### src/design/rfrr_consts.vh
/*
 * constants for the rail fault record register bank: offsets, bit
 * positions and reset values.
 * assumes inclusion by bare name from the design file.
 */
`ifndef RFRR_CONSTS_VH
`define RFRR_CONSTS_VH

// ==========================================================
// register offsets
`define RFRR_RAIL2_RECORD_ADDR 8'h15
`define RFRR_RAIL3_RECORD_ADDR 8'h16

// ==========================================================
// field positions
`define RFRR_PG_BIT 7
`define RFRR_OV_BIT 5
`define RFRR_UV_BIT 4

// ==========================================================
// reset values
`define RFRR_RECORD_RESET 8'h00
`define RFRR_FLAG_RESET 1'b0

`endif

### src/design/rfrr_regs.v
/*
 * fault record registers for rails 2 and 3: live power-good status,
 * sticky over- and under-voltage flags that clear on read.
 * assumes the register port gives a one-cycle read strobe with an
 * address, and that the analog front end delivers comparator levels
 * synchronous to clk.
 */
`timescale 1ns/1ps
`include "rfrr_consts.vh"

module rfrr_regs #(
  parameter ADDR_W = 8,
  parameter DATA_W = 8
) (
  input wire clk,
  input wire rst,
  input wire rail2_above_low,
  input wire rail2_below_high,
  input wire rail2_overvolt,
  input wire rail2_undervolt,
  input wire rail2_recovery,
  input wire rail3_above_low,
  input wire rail3_below_high,
  input wire rail3_overvolt,
  input wire rail3_undervolt,
  input wire rail3_recovery,
  input wire rd_en,
  input wire [ADDR_W-1:0] rd_addr,
  output reg [DATA_W-1:0] rd_data,
  output reg rd_valid,
  output wire rail2_power_good,
  output wire rail3_power_good,
  output wire rail2_overvolt_flag,
  output wire rail3_overvolt_flag,
  output wire rail2_undervolt_flag,
  output wire rail3_undervolt_flag
);

  // ==========================================================
  // rail bundles
  // index 0 carries rail 2 and index 1 carries rail 3
  localparam NUM_RAILS = 2;

  wire [NUM_RAILS-1:0] above_low;
  wire [NUM_RAILS-1:0] below_high;
  wire [NUM_RAILS-1:0] overvolt;
  wire [NUM_RAILS-1:0] undervolt;
  wire [NUM_RAILS-1:0] recovery;

  // lower window comparator
  assign above_low[0] = rail2_above_low;
  assign above_low[1] = rail3_above_low;

  // upper window comparator
  assign below_high[0] = rail2_below_high;
  assign below_high[1] = rail3_below_high;

  // over-voltage comparator
  assign overvolt[0] = rail2_overvolt;
  assign overvolt[1] = rail3_overvolt;

  // under-voltage comparator
  assign undervolt[0] = rail2_undervolt;
  assign undervolt[1] = rail3_undervolt;

  // fault recovery in progress
  assign recovery[0] = rail2_recovery;
  assign recovery[1] = rail3_recovery;

  // ==========================================================
  // record addresses
  // one address slot per rail, rail 2 in the low slot
  wire [NUM_RAILS*ADDR_W-1:0] rail_addrs;

  assign rail_addrs[ADDR_W-1:0] = `RFRR_RAIL2_RECORD_ADDR;
  assign rail_addrs[2*ADDR_W-1:ADDR_W] = `RFRR_RAIL3_RECORD_ADDR;

  // ==========================================================
  // read decode
  // one hit bit per rail, high only in the strobe cycle
  wire [NUM_RAILS-1:0] hit;

  // ==========================================================
  // per-rail state
  wire [NUM_RAILS-1:0] pg_vec;
  wire [NUM_RAILS-1:0] ov_vec;
  wire [NUM_RAILS-1:0] uv_vec;
  wire [NUM_RAILS*DATA_W-1:0] rec_flat;

  genvar g;
  generate
    for (g = 0; g < NUM_RAILS; g = g + 1) begin : g_rail
      reg pg_r;
      reg ov_r;
      reg ov_nxt;
      reg uv_r;
      reg uv_nxt;
      reg [DATA_W-1:0] rec;

      assign hit[g] = rd_en && (rd_addr == rail_addrs[g*ADDR_W +: ADDR_W]);

      // live power-good: strictly inside both limits
      // equality at a limit leaves its comparator low
      always @(posedge clk) begin
        if (rst) begin
          pg_r <= `RFRR_FLAG_RESET;
        end else begin
          pg_r <= above_low[g] & below_high[g];
        end
      end

      // a read clears after the data is captured; a new event wins
      always @* begin
        ov_nxt = (ov_r & ~hit[g]) | overvolt[g];
        uv_nxt = (uv_r & ~hit[g]) | undervolt[g]
          | recovery[g];
      end

      always @(posedge clk) begin
        if (rst) begin
          ov_r <= `RFRR_FLAG_RESET;
          uv_r <= `RFRR_FLAG_RESET;
        end else begin
          ov_r <= ov_nxt;
          uv_r <= uv_nxt;
        end
      end

      // record image; unused bits stay zero
      always @* begin
        rec = `RFRR_RECORD_RESET;
        rec[`RFRR_PG_BIT] = pg_r;
        rec[`RFRR_OV_BIT] = ov_r;
        rec[`RFRR_UV_BIT] = uv_r;
      end

      assign pg_vec[g] = pg_r;
      assign ov_vec[g] = ov_r;
      assign uv_vec[g] = uv_r;
      assign rec_flat[g*DATA_W +: DATA_W] = rec;
    end
  endgenerate

  // ==========================================================
  // status outputs
  // power-good lags its comparators by one cycle
  assign rail2_power_good = pg_vec[0];
  assign rail3_power_good = pg_vec[1];

  // sticky flags as held in the records
  assign rail2_overvolt_flag = ov_vec[0];
  assign rail3_overvolt_flag = ov_vec[1];
  assign rail2_undervolt_flag = uv_vec[0];
  assign rail3_undervolt_flag = uv_vec[1];

  // ==========================================================
  // read data mux
  // unmapped addresses read zero and clear nothing
  reg [DATA_W-1:0] rd_sel;
  integer k;

  always @* begin
    rd_sel = `RFRR_RECORD_RESET;
    for (k = 0; k < NUM_RAILS; k = k + 1) begin
      if (hit[k]) begin
        rd_sel = rec_flat[k*DATA_W +: DATA_W];
      end
    end
  end

  // ==========================================================
  // read port
  // data is taken from the record before the clear lands
  // and stands until the next strobe
  always @(posedge clk) begin
    if (rst) begin
      rd_data <= `RFRR_RECORD_RESET;
      rd_valid <= 1'b0;
    end else begin
      rd_valid <= rd_en;
      if (rd_en) begin
        rd_data <= rd_sel;
      end
    end
  end

endmodule

### config.mk
export PLATFORM = sky130hd
export DESIGN_NAME = rfrr_regs
export DESIGN_NICKNAME = d
export VERILOG_FILES = /design/src/design/rfrr_regs.v
export VERILOG_INCLUDE_DIRS = /design/src /design/src/design
export SDC_FILE = /design/constraint.sdc
export NUM_CORES = 1
export LEC_CHECK = 0
export BUFFER_PORTS_ARGS = -buffer_cell sky130_fd_sc_hd__buf_2
export CORE_AREA = 2 2 44 46
export DETAILED_ROUTE_END_ITERATION = 8
export DIE_AREA = 0 0 46 48
export GPL_TIMING_DRIVEN = 0
export HOLD_SLACK_MARGIN = 0.03
export PLACE_DENSITY_LB_ADDON = 0.05
export SYNTH_ARGS = -nofsm -noshare
export SYNTH_HDL_FRONTEND = slang
export SYNTH_SLANG_ARGS = --single-unit
### constraint.sdc
create_clock -name clk -period 1.25 [get_ports clk]
set_clock_uncertainty 0.15 [all_clocks]
set_input_delay 0.0625 -clock clk [delete_from_list [all_inputs] [get_ports clk]]
set_output_delay 0.0625 -clock clk [all_outputs]
set_load 0.03 [all_outputs]
==> results of run 1 <==
[final timing paths]
check	start	end	slack (ps)
worst max-delay path	rd_en	rd_data[5]$_SDFFE_PP0P_	160
worst min-delay path	rd_addr[7]	rd_data[4]$_SDFFE_PP0P_	20
worst max register to register	rail2_undervolt_flag$_SDFF_PP0_	rd_data[4]$_SDFFE_PP0P_	290
worst min register to register	rd_data[5]$_SDFFE_PP0P_	rd_data[5]$_SDFFE_PP0P_	330
[cells by family (layout without fill, tap and decap cells)]
logic type,Yosys count,after routing
other,1,5
flip-flops,10,10
buffers and inverters,9,52
AND/OR/NAND/NOR,25,25
AO/OA/AOI/OAI,7,7
[area by class of cell]
cell class / instances / area share, %
Clock buffer: 3 / 2.83
Sequential cell: 10 / 25.1
Buffer: 7 / 6.12
Multi-Input combinational cell: 37 / 30.3
Tap cell: 17 / 2.67
Inverter: 2 / 0.942
Timing Repair Buffer: 40 / 32.0
[worst reg2reg max path, delay by kind of cell (launching register included)]
kind             cells  cell delay [ps]
AO/OA/AOI/OAI        1              270
flip-flops           1              360
AND/OR/NAND/NOR      1              100
[state kept, by name (all words and copies together) (netlist names)]
| name | cells |
|---|---|
| rd_data | 3 |
| rail2_overvolt_flag | 1 |
| rail2_power_good | 1 |
| rail2_undervolt_flag | 1 |
| rail3_overvolt_flag | 1 |
| rail3_power_good | 1 |
| rail3_undervolt_flag | 1 |
| rd_valid | 1 |
[through the flow]
| stage | cells | utilization (%) | setup slack (ps) | instance area, µm² | setup TNS [ps] |
|---|---|---|---|---|---|
| floorplan | 56 | - | 151 | 498 | 0 |
| global placement | 102 | 39.3 | -44.0 | 664 | -72.6 |
| detailed placement | 102 | 39.3 | -51.8 | 664 | -92.9 |
| CTS | 116 | 47.2 | 171 | 797 | 0 |
| global route | 116 | 47.2 | 96.5 | 797 | 0 |
| finish | 116 | 47.2 | 165 | 797 | 0 |
[layout by cell type (no fill, tap or decap)]
cell                             n
sky130_fd_sc_hd__buf_2          29
sky130_fd_sc_hd__dlygate4sd3_1  11
sky130_fd_sc_hd__dfxtp_1        10
sky130_fd_sc_hd__nor2_1          9
sky130_fd_sc_hd__buf_4           6
sky130_fd_sc_hd__nand4_1         6
sky130_fd_sc_hd__a311oi_1        5
sky130_fd_sc_hd__conb_1          5
sky130_fd_sc_hd__nor2b_1         3
sky130_fd_sc_hd__clkbuf_4        3
sky130_fd_sc_hd__nand2_1         2
sky130_fd_sc_hd__inv_1           2
sky130_fd_sc_hd__a311oi_2        2
sky130_fd_sc_hd__nor3_1          2
sky130_fd_sc_hd__clkbuf_1        1
sky130_fd_sc_hd__nor4b_4         1
sky130_fd_sc_hd__and3b_1         1
sky130_fd_sc_hd__and2_4          1
[routing by layer]
layer | track usage, % | up-vias | routed length (µm)
met5 | 0 | - | 0
met3 | 4.53 | 0 | 91
met1 | 13.2 | 204 | 507
met2 | 20.8 | 22 | 568
li1 | - | 276 | -
met4 | 6.86 | 0 | 0
[where the power goes]
part | internal (mW) | leakage [nW] | total, mW | switching [mW]
logic | 0.0876 | 0.289 | 0.196 | 0.108
clock network | 0.111 | 0.0138 | 0.218 | 0.107
registers | 0.337 | 0.0831 | 0.347 | 0.00974
==> parameters.txt, run 1 <==
Parameter                              Value

Clocking
  Number of CTS-inserted buffers ... 3
  H-tree levels ... 1
  # resized after CTS ... 0
  CTS tree ... done
  Post CTS Setup Buffer Count ... 0
  Hold buffer count at cts ... 11
  Sink Count ... 10
  Clock latency at the later pin of the worst-skew pair ... between 200 and 300 ps
  Cell at the root of the clock tree ... sky130_fd_sc_hd__clkbuf_4
  Clk pin slew, worst setup/hold paths ... around 60 ps
  Clock Path Buffers ... 2

Global route
  All-layer global routing usage ... 12.3%
  Initial antenna violation count ... 0
  Number of global-route vias before repair ... 484
  Maximum number of pins on one net before global-route repair ... 11
  Gr ovfl total ... 0
  First-pass GRT wire length ... approximately 1.9 mm

Detailed routing
  Final WL ... 1.17 mm
  DR pass1 iterations ... 2
  Number of DRC markers after the initial detailed-route iteration ... 2
  Final routed wire length divided by cell count ... a little over 10 µm
  Via/cell ratio ... between 4 and 5
  DRC viols ... 0
  Antenna-violating nets left ... 0
  Vias ... about 500

Final layout
  Number of nets at the end of the flow ... roughly 120
  Proportion of layout cells with a drive suffix above 1 ... a little over two fifths
  Fill cell total of the finished layout ... between 150 and 200
  Reg area ... 200 µm²
  Antenna fix cells ... 0
  Area growth from synthesis to layout ... 65.0%
  Footprint of the multi-input gates ... approximately 240 µm²

Setup path
  Worst path arrival time ... 1110 ps
  Number of gates on the worst path with buffers counted ... 4
  Max incr delay on CP ... roughly 680 ps
  Endpoint type of the worst setup path ... flop
  Worst Setup Path Type ... input pin to flop
  Startpoint kind of the worst setup timing path ... input pin
  Crit path buffers/inverters ... 2
  Worst path slowest cell ... sky130_fd_sc_hd__dlygate4sd3_1
  CP max FO ... 7
  Cells along the critical path ... buf_2, dlygate4sd3_1, nor2_1, a311oi_1
  Crit-path leading delay family ... buffers and inverters
  CP required ... 1270 ps
  Number of cell instances on the worst register-to-register path ... 2

Floorplan
  Cell Rows ... 15
  Effective utilization at floorplan ... between 20 and 30%
  Ports ... 36
  Die Height ... roughly 48 µm
  Die boundary width ... approximately 46 µm
  Core footprint ... ~0.0017 mm²
  Overall die area ... between 0.002 and 0.0025 mm²

Logic synthesis
  Xor/xnor share of the synthesized area ... 0%
  Combinational family with the most area after synthesis ... simple AND/OR/NAND/NOR gates
  Number of instances in the synthesized netlist ... 52
  Largest cells by area after synthesis ... sky130_fd_sc_hd__dfxtp_1, sky130_fd_sc_hd__buf_4, sky130_fd_sc_hd__a311oi_1
  Register bit total from synthesis ... 10
  Simple logic cell fraction of the synthesized area ... 30.8%
  Synth async-reset ratio ... 0%
  Mux contribution to synthesized area ... 0%
  Synthesized area ... 483 µm²
  Commonest cells in the synthesized netlist ... sky130_fd_sc_hd__dfxtp_1, sky130_fd_sc_hd__nor2_1, sky130_fd_sc_hd__buf_4, sky130_fd_sc_hd__nand4_1, sky130_fd_sc_hd__a311oi_1
  Post-synthesis compound-gate area fraction ... between 10% and 20%
  Yosys warns ... 0
  Cell type with the largest total area after synthesis ... sky130_fd_sc_hd__dfxtp_1
  Post-synth top flop ... sky130_fd_sc_hd__dfxtp_1
  Area share of the largest cell type after synthesis ... between 40% and 50%
  Arithmetic-cell share of the synthesized area counting full adders, half adders and majority gates ... 0%
  Number of synthesized flops with an enable pin ... 0
  Sequential element share of the synthesized area ... roughly 41%
  Cell with the most instances after synthesis ... sky130_fd_sc_hd__dfxtp_1
  Post-synthesis cell type count ... 15
  Synthesized area per cell ... between 9 and 10 µm²

Timing
  RSZ-0062 raised after global routing ... false
  Max-slew violations ... 0
  Hold Slack ... around 22 ps
  Headroom to the max-slew limit ... between 60 and 70%
  Final setup violating endpoints ... 0
  Clock period minus worst slack ... around 1100 ps
  F_max ... 0.922 GHz
  Final hold vios ... 0
  Pin slew with the least headroom to its limit ... 514 ps
  Final period util ... around 87%

Pwr
  Leakage dissipation ... 0.386 nW
  Ratio of total power to cell area ... approximately 950 mW/mm²
  VDD IR max ... between 0.0004 and 0.0005 V
  Overall power consumption ... 0.760 mW

Place
  Global placement routability congestion ... approximately 0.65
  Estimated wirelength of the detail-placed design ... 838 µm
  Number of I/O port buffers ... 29

Run status
  Result of the run ... finished clean

Job
  Max-cap violation count ... 0

Hold path
  Hold Crit Class ... input pin to flop
  Hold Path Cell Cnt ... 4
(Power assumes the default switching activity.)
==> run 2, diff against run 1 <==
==> constraint.sdc (replaced) <==
create_clock -name clk -period 0.93 [get_ports clk]
set_clock_uncertainty 0.15 [all_clocks]
set_input_delay 0.0465 -clock clk [delete_from_list [all_inputs] [get_ports clk]]
set_output_delay 0.0465 -clock clk [all_outputs]
set_load 0.03 [all_outputs]
==> parameters.txt, run 2 (same netlist as run 1, synthesis figures left out) <==
Parameter                              Value

Floorplan
  Ports ... 36 (unchanged)
  Core footprint ... 0.00169 mm² (unchanged)
  Die Height ... 48 µm (unchanged)
  Die boundary width ... 46 µm (unchanged)
  Overall die area ... 0.00221 mm² (unchanged)
  Cell Rows ... 15 (unchanged)
  Effective utilization at floorplan ... 28.6% (unchanged)

Timing
  Pin slew with the least headroom to its limit ... 501 ps (-12.2 ps)
  Hold Slack ... -73.6 ps (-95.8 ps)
  Clock period minus worst slack ... 973 ps
  Final setup margin ... -43.2 ps (-208 ps)
  Final period util ... 105%
  Final hold vios ... 6 (+6)
  Headroom to the max-slew limit ... 66.6% (+0.81 points)
  Max-slew violations ... 0 (unchanged)
  RSZ-0062 raised after global routing ... true
  F_max ... 1.03 GHz
  Final setup violating endpoints ... 6 (+6)
  Total negative setup slack ... -94.2 ps (-94.2 ps)

Global route
  Global routing met3 resource utilization ... 6.79% (+2.3 points)
  Initial antenna violation count ... 0 (unchanged)
  Global-route track usage on met2 ... 19.7% (-1.1 points)
  First-pass GRT wire length ... 1.79 mm (-4.1%)
  All-layer global routing usage ... 12.2% (-0.13 points)
  Maximum number of pins on one net before global-route repair ... 11 (unchanged)
  Global routing's busiest layer ... met2
  Number of global-route vias before repair ... 457 (-5.6%)
  Met1 track utilization from global routing ... 13.1% (-0.14 points)
  Gr ovfl total ... 0 (unchanged)

Final layout
  Most frequent cells in the layout ... sky130_fd_sc_hd__buf_2, sky130_fd_sc_hd__buf_6, sky130_fd_sc_hd__nor2_1, sky130_fd_sc_hd__dfxtp_2, sky130_fd_sc_hd__buf_4
  Post-route cell area ... 872 µm² (+9.4%)
  Proportion of layout cells with a drive suffix above 1 ... 56.1% (+14 points)
  Most frequent standard cell in the layout excluding fill and tap cells ... sky130_fd_sc_hd__buf_2
  Number of nets at the end of the flow ... 121 (-0.82%)
  Register with the highest flop count ... rd_data
  Antenna fix cells ... 0 (unchanged)
  Area growth from synthesis to layout ... 80.6%
  Fill cell total of the finished layout ... 171 (-1.2%)
  Number of flip-flops in the largest register ... 3 (unchanged)

Clocking
  Sink Count ... 10 (unchanged)
  Cell at the root of the clock tree ... sky130_fd_sc_hd__clkbuf_4
  Clk pin slew, worst setup/hold paths ... 60 ps (about the same)
  Clock Path Buffers ... 2 (unchanged)
  CTS tree ... done
  Clock latency at the later pin of the worst-skew pair ... 260 ps (about the same)
  H-tree levels ... 1 (unchanged)
  Hold buffer count at cts ... 8 (-3)
  Number of CTS-inserted buffers ... 3 (unchanged)

Place
  Total placed instance area ... 672 µm² (+1.1%)
  Global placement routability congestion ... 0.683 (+4.6%)
  Estimated wirelength of the detail-placed design ... 885 µm (+5.6%)
  Number of I/O port buffers ... 29 (unchanged)

Run status
  Result of the run ... complete, but fails checks
  Failing checks ... negative hold slack, negative setup slack

Pwr
  Leakage dissipation ... 0.428 nW (+11%)
  VDD IR max ... 0.000687 V (+61%)
  Ratio of total power to cell area ... 1210 mW/mm² (+27%)

Hold path
  Hold Crit Class ... input pin to flop

Detailed routing
  DRC viols ... 0 (unchanged)
  Antenna-violating nets left ... 0 (unchanged)
  Final routed wire length divided by cell count ... 10.5 µm (+4.1%)
  DR pass1 iterations ... 4 (+2)
  Number of DRC markers after the initial detailed-route iteration ... 10 (+8)
  Via/cell ratio ... 4.52 (+4.5%)
  Vias ... 520 (+3.6%)
  Final WL ... 1.20 mm (+3.2%)

Job
  Max-cap violation count ... 0 (unchanged)

Setup path
  Worst Setup Path Type ... input pin to flop
  CP required ... 940 ps (-330 ps)
  CP max FO ... 8 (+1)
  Endpoint type of the worst setup path ... flop
  Worst path arrival time ... 980 ps (-130 ps)
  Startpoint kind of the worst setup timing path ... input pin
[run 2: worst paths after layout]
check / slack (ps) / depth (start not counted) / start / endpoint
min reg2reg: 330 / 2 / rd_data[5]$_SDFFE_PP0P_ / rd_data[5]$_SDFFE_PP0P_
min: -70 / 2 / rd_en / rd_data[5]$_SDFFE_PP0P_
max: -40 / 5 / rd_en / rail2_undervolt_flag$_SDFF_PP0_
max reg2reg: 0 / 2 / rail2_undervolt_flag$_SDFF_PP0_ / rd_data[4]$_SDFFE_PP0P_
[run 2: timing repair]
item / in CTS / in global routing
pin swaps: 3 / 3
endpoints found under the hold margin: 10 / 6
setup endpoints to repair: 17 / 17
buffers inserted: 1 / 1
gates resized for setup: 22 / 7
[run 2: where the power goes]
part | internal [mW] | switching [mW]
registers | 0.457 | 0.0210
clock network | 0.149 | 0.138
logic | 0.144 | 0.147
total | 0.750 | 0.307
[run 2: critical path: stages]
cell and delay (ps):
sky130_fd_sc_hd__buf_2 140, sky130_fd_sc_hd__and3b_1 190, sky130_fd_sc_hd__buf_4 150, sky130_fd_sc_hd__and2_4 180, sky130_fd_sc_hd__a311oi_1 270
[run 2: layout make-up]
cell class,count,area (µm²),area share (%)
buffer,7,48.8,5.60
clock buffer,3,22.5,2.58
inverter,2,7.51,0.861
multi-input combinational,37,246,28.3
sequential,10,215,24.7
tap,17,21.3,2.44
timing repair buffer,39,310,35.6
[run 2: metal layers]
layer	vias to the layer above	wire length (µm)
li1	273	-
met1	220	479
met2	25	605
met3	2	107
met4	0	12
met5	-	0
[run 2: through the flow]
stage	std cells	util [%]	setup WS (ps)	power [mW]	hold slack, ps
2_1_floorplan	56	-	-83.8	0.626	2.90
3_3_place_gp	102	39.8	-315	0.708	109
3_5_place_dp	102	39.8	-302	0.710	112
4_1_cts	114	50.0	-22.1	1.06	-79.7
5_1_grt	115	51.6	-87.0	1.11	-69.5
6_report	115	51.6	-43.2	1.06	-73.6
==> run 3, diff against run 2 <==
--- a/config.mk
+++ b/config.mk
@@ -12,7 +12,7 @@
 export DIE_AREA = 0 0 46 48
 export GPL_TIMING_DRIVEN = 0
 export HOLD_SLACK_MARGIN = 0.03
-export PLACE_DENSITY_LB_ADDON = 0.05
+export PLACE_DENSITY = 0.6
 export SYNTH_ARGS = -nofsm -noshare
 export SYNTH_HDL_FRONTEND = slang
 export SYNTH_SLANG_ARGS = --single-unit
==> parameters.txt, run 3 (same netlist as run 1, synthesis figures left out) <==
Parameter                              Value

Run status
  Result of the run ... complete, but fails checks
  Failing checks ... negative hold slack, negative setup slack

Setup path
  Worst Setup Path Type ... flop to primary output
  Cells along the critical path ... buf_6
  Worst path arrival time ... 760 ps (-220 ps)
  CP max FO ... 3 (-5)
  Startpoint kind of the worst setup timing path ... flop
  Crit-path leading delay family ... flip-flops
  Max incr delay on CP ... 370 ps (+100 ps)
  Worst path slowest cell ... sky130_fd_sc_hd__dfxtp_4
  Crit path buffers/inverters ... 1 (-1)
  CP required ... 730 ps (-210 ps)
  Endpoint type of the worst setup path ... primary output
  Number of cell instances on the worst register-to-register path ... 2 (unchanged)
  Number of gates on the worst path with buffers counted ... 1 (-4)

Final layout
  Area growth from synthesis to layout ... 81.9%
  Number of nets at the end of the flow ... 119 (-1.7%)
  Most frequent standard cell in the layout excluding fill and tap cells ... sky130_fd_sc_hd__buf_2
  Proportion of layout cells with a drive suffix above 1 ... 57.7% (+1.6 points)
  Fill cell total of the finished layout ... 164 (-4.1%)
  Antenna fix cells ... 0 (unchanged)
  Most frequent cells in the layout ... sky130_fd_sc_hd__buf_2, sky130_fd_sc_hd__buf_6, sky130_fd_sc_hd__nor2_1, sky130_fd_sc_hd__dfxtp_2, sky130_fd_sc_hd__buf_4
  Number of flip-flops in the largest register ... 3 (unchanged)
  Register with the highest flop count ... rd_data

Global route
  First-pass GRT wire length ... 1.93 mm (+7.7%)
  Initial antenna violation count ... 0 (unchanged)
  All-layer global routing usage ... 13.5% (+1.4 points)
  Maximum number of pins on one net before global-route repair ... 11 (unchanged)
  Gr ovfl total ... 0 (unchanged)
  Number of global-route vias before repair ... 438 (-4.2%)

Timing
  Total negative setup slack ... -103 ps (-9.13 ps)
  Final setup margin ... -29.9 ps (+13.3 ps)
  RSZ-0062 raised after global routing ... true
  F_max ... 1.04 GHz (+1.4%)
  Clock period minus worst slack ... 960 ps (-13.3 ps)
  Hold Slack ... -88.8 ps (-15.1 ps)
  Final period util ... 103% (-1.4 points)
  Max-slew violations ... 0 (unchanged)
  Headroom to the max-slew limit ... 65.2% (-1.4 points)
  Final setup violating endpoints ... 7 (+1)
  Final hold vios ... 6 (unchanged)
  Pin slew with the least headroom to its limit ... 522 ps (+20.7 ps)

Hold path
  Hold Crit Class ... input pin to flop
  Hold Path Cell Cnt ... 2 (unchanged)

Pwr
  Logic pwr share ... 25.2% (-2.4 points)
  Proportion of power drawn by flip-flops and latches ... 41.2% (-4.0 points)
  Overall power consumption ... 1.16 mW (+9.8%)
  Leakage dissipation ... 0.404 nW (-5.6%)
  Power dissipated by switching net loads ... 0.323 mW (+5.4%)
  Internal power summed over all cells ... 0.837 mW (+12%)
  Ratio of total power to cell area ... 1320 mW/mm² (+9.0%)
  Power share of the clock group ... 33.6% (+6.4 points)
  Sw frac ... 27.9% (-1.2 points)
  VDD IR max ... 0.000768 V (+12%)

Place
  Number of I/O port buffers ... 29 (unchanged)
  Global placement routability congestion ... 0.709 (+3.9%)

Detailed routing
  Final routed wire length divided by cell count ... 11.5 µm (+9.8%)
  Via/cell ratio ... 4.63 (+2.4%)
  DRC viols ... 0 (unchanged)
  Antenna-violating nets left ... 0 (unchanged)
  DR pass1 iterations ... 4 (unchanged)
  Final WL ... 1.31 mm (+8.9%)
  Number of DRC markers after the initial detailed-route iteration ... 6 (-4)
  Vias ... 528 (+1.5%)

Clocking
  Hold buffer count at cts ... 7 (-1)
  H-tree levels ... 1 (unchanged)
  Clock Path Buffers ... 2 (unchanged)
  Clock latency at the later pin of the worst-skew pair ... 260 ps (about the same)
  Number of CTS-inserted buffers ... 3 (unchanged)
  Sink Count ... 10 (unchanged)
  Clk pin slew, worst setup/hold paths ... 70 ps (about the same)
  Cell at the root of the clock tree ... sky130_fd_sc_hd__clkbuf_4
  CTS tree ... done

Floorplan
  Cell Rows ... 15 (unchanged)
  Core footprint ... 0.00169 mm² (unchanged)
  Die Height ... 48 µm (unchanged)
  Ports ... 36 (unchanged)
  Die boundary width ... 46 µm (unchanged)
  Effective utilization at floorplan ... 28.6% (unchanged)
  Overall die area ... 0.00221 mm² (unchanged)

Job
  Max-cap violation count ... 0 (unchanged)
## run 3: metrics by stage
stage | instance area, µm² | utilization (%) | instances | setup slack (ps)
final | 878 | 52.0 | 114 | -29.9
after global routing | 878 | 52.0 | 114 | -75.1
after CTS | 862 | 51.0 | 115 | -33.7
after detailed placement | 672 | 39.8 | 102 | -320
after global placement | 672 | 39.8 | 102 | -281
after floorplan | 505 | - | 56 | -83.8
## run 3: cell type report
| class | instances | area (µm²) | area share (%) |
|---|---|---|---|
| repair buffers | 37 | 297 | 33.8 |
| multi-input cells | 37 | 253 | 28.8 |
| flip-flops and latches | 10 | 215 | 24.5 |
| plain buffers | 7 | 48.8 | 5.56 |
| clock buffers | 4 | 36.3 | 4.13 |
| well taps | 17 | 21.3 | 2.42 |
| inverters | 2 | 7.51 | 0.855 |
## run 3: timing repair
item	4_1_cts	5_1_grt
pin swaps	2	9
buffers inserted	2	0
gates cloned	0	0
resized for setup	23	6
hold endpoints to repair	10	6
setup endpoints to repair	16	16
## run 3: power groups by stage
stage | Clock (mW) | Sequential [mW] | Combinational (mW)
after CTS | 0.401 | 0.478 | 0.286
after global placement | 0 | 0.480 | 0.227
final | 0.390 | 0.478 | 0.292
after detailed placement | 0 | 0.481 | 0.229
after global routing | 0.416 | 0.480 | 0.314
after floorplan | 0 | 0.528 | 0.0987
## run 3: final timing paths
path / from / endpoint / slack [ps]
min reg2reg: rd_data[7]$_SDFFE_PP0P_ / rd_data[7]$_SDFFE_PP0P_ / 350
max reg2reg: rail3_power_good$_SDFF_PP0_ / rd_data[7]$_SDFFE_PP0P_ / -30
min: rd_en / rd_data[5]$_SDFFE_PP0P_ / -90
max: rail2_undervolt_flag$_SDFF_PP0_ / rail2_undervolt_flag / -30
## run 3: metal layers
layer | track usage [%] | vias to the layer above | share of wire (%)
li1 | - | 271 | -
met1 | 14.5 | 233 | 40
met2 | 21.9 | 22 | 53
met3 | 4.53 | 2 | 5.2
met4 | 10.3 | 0 | 2.1
met5 | 0 | - | 0
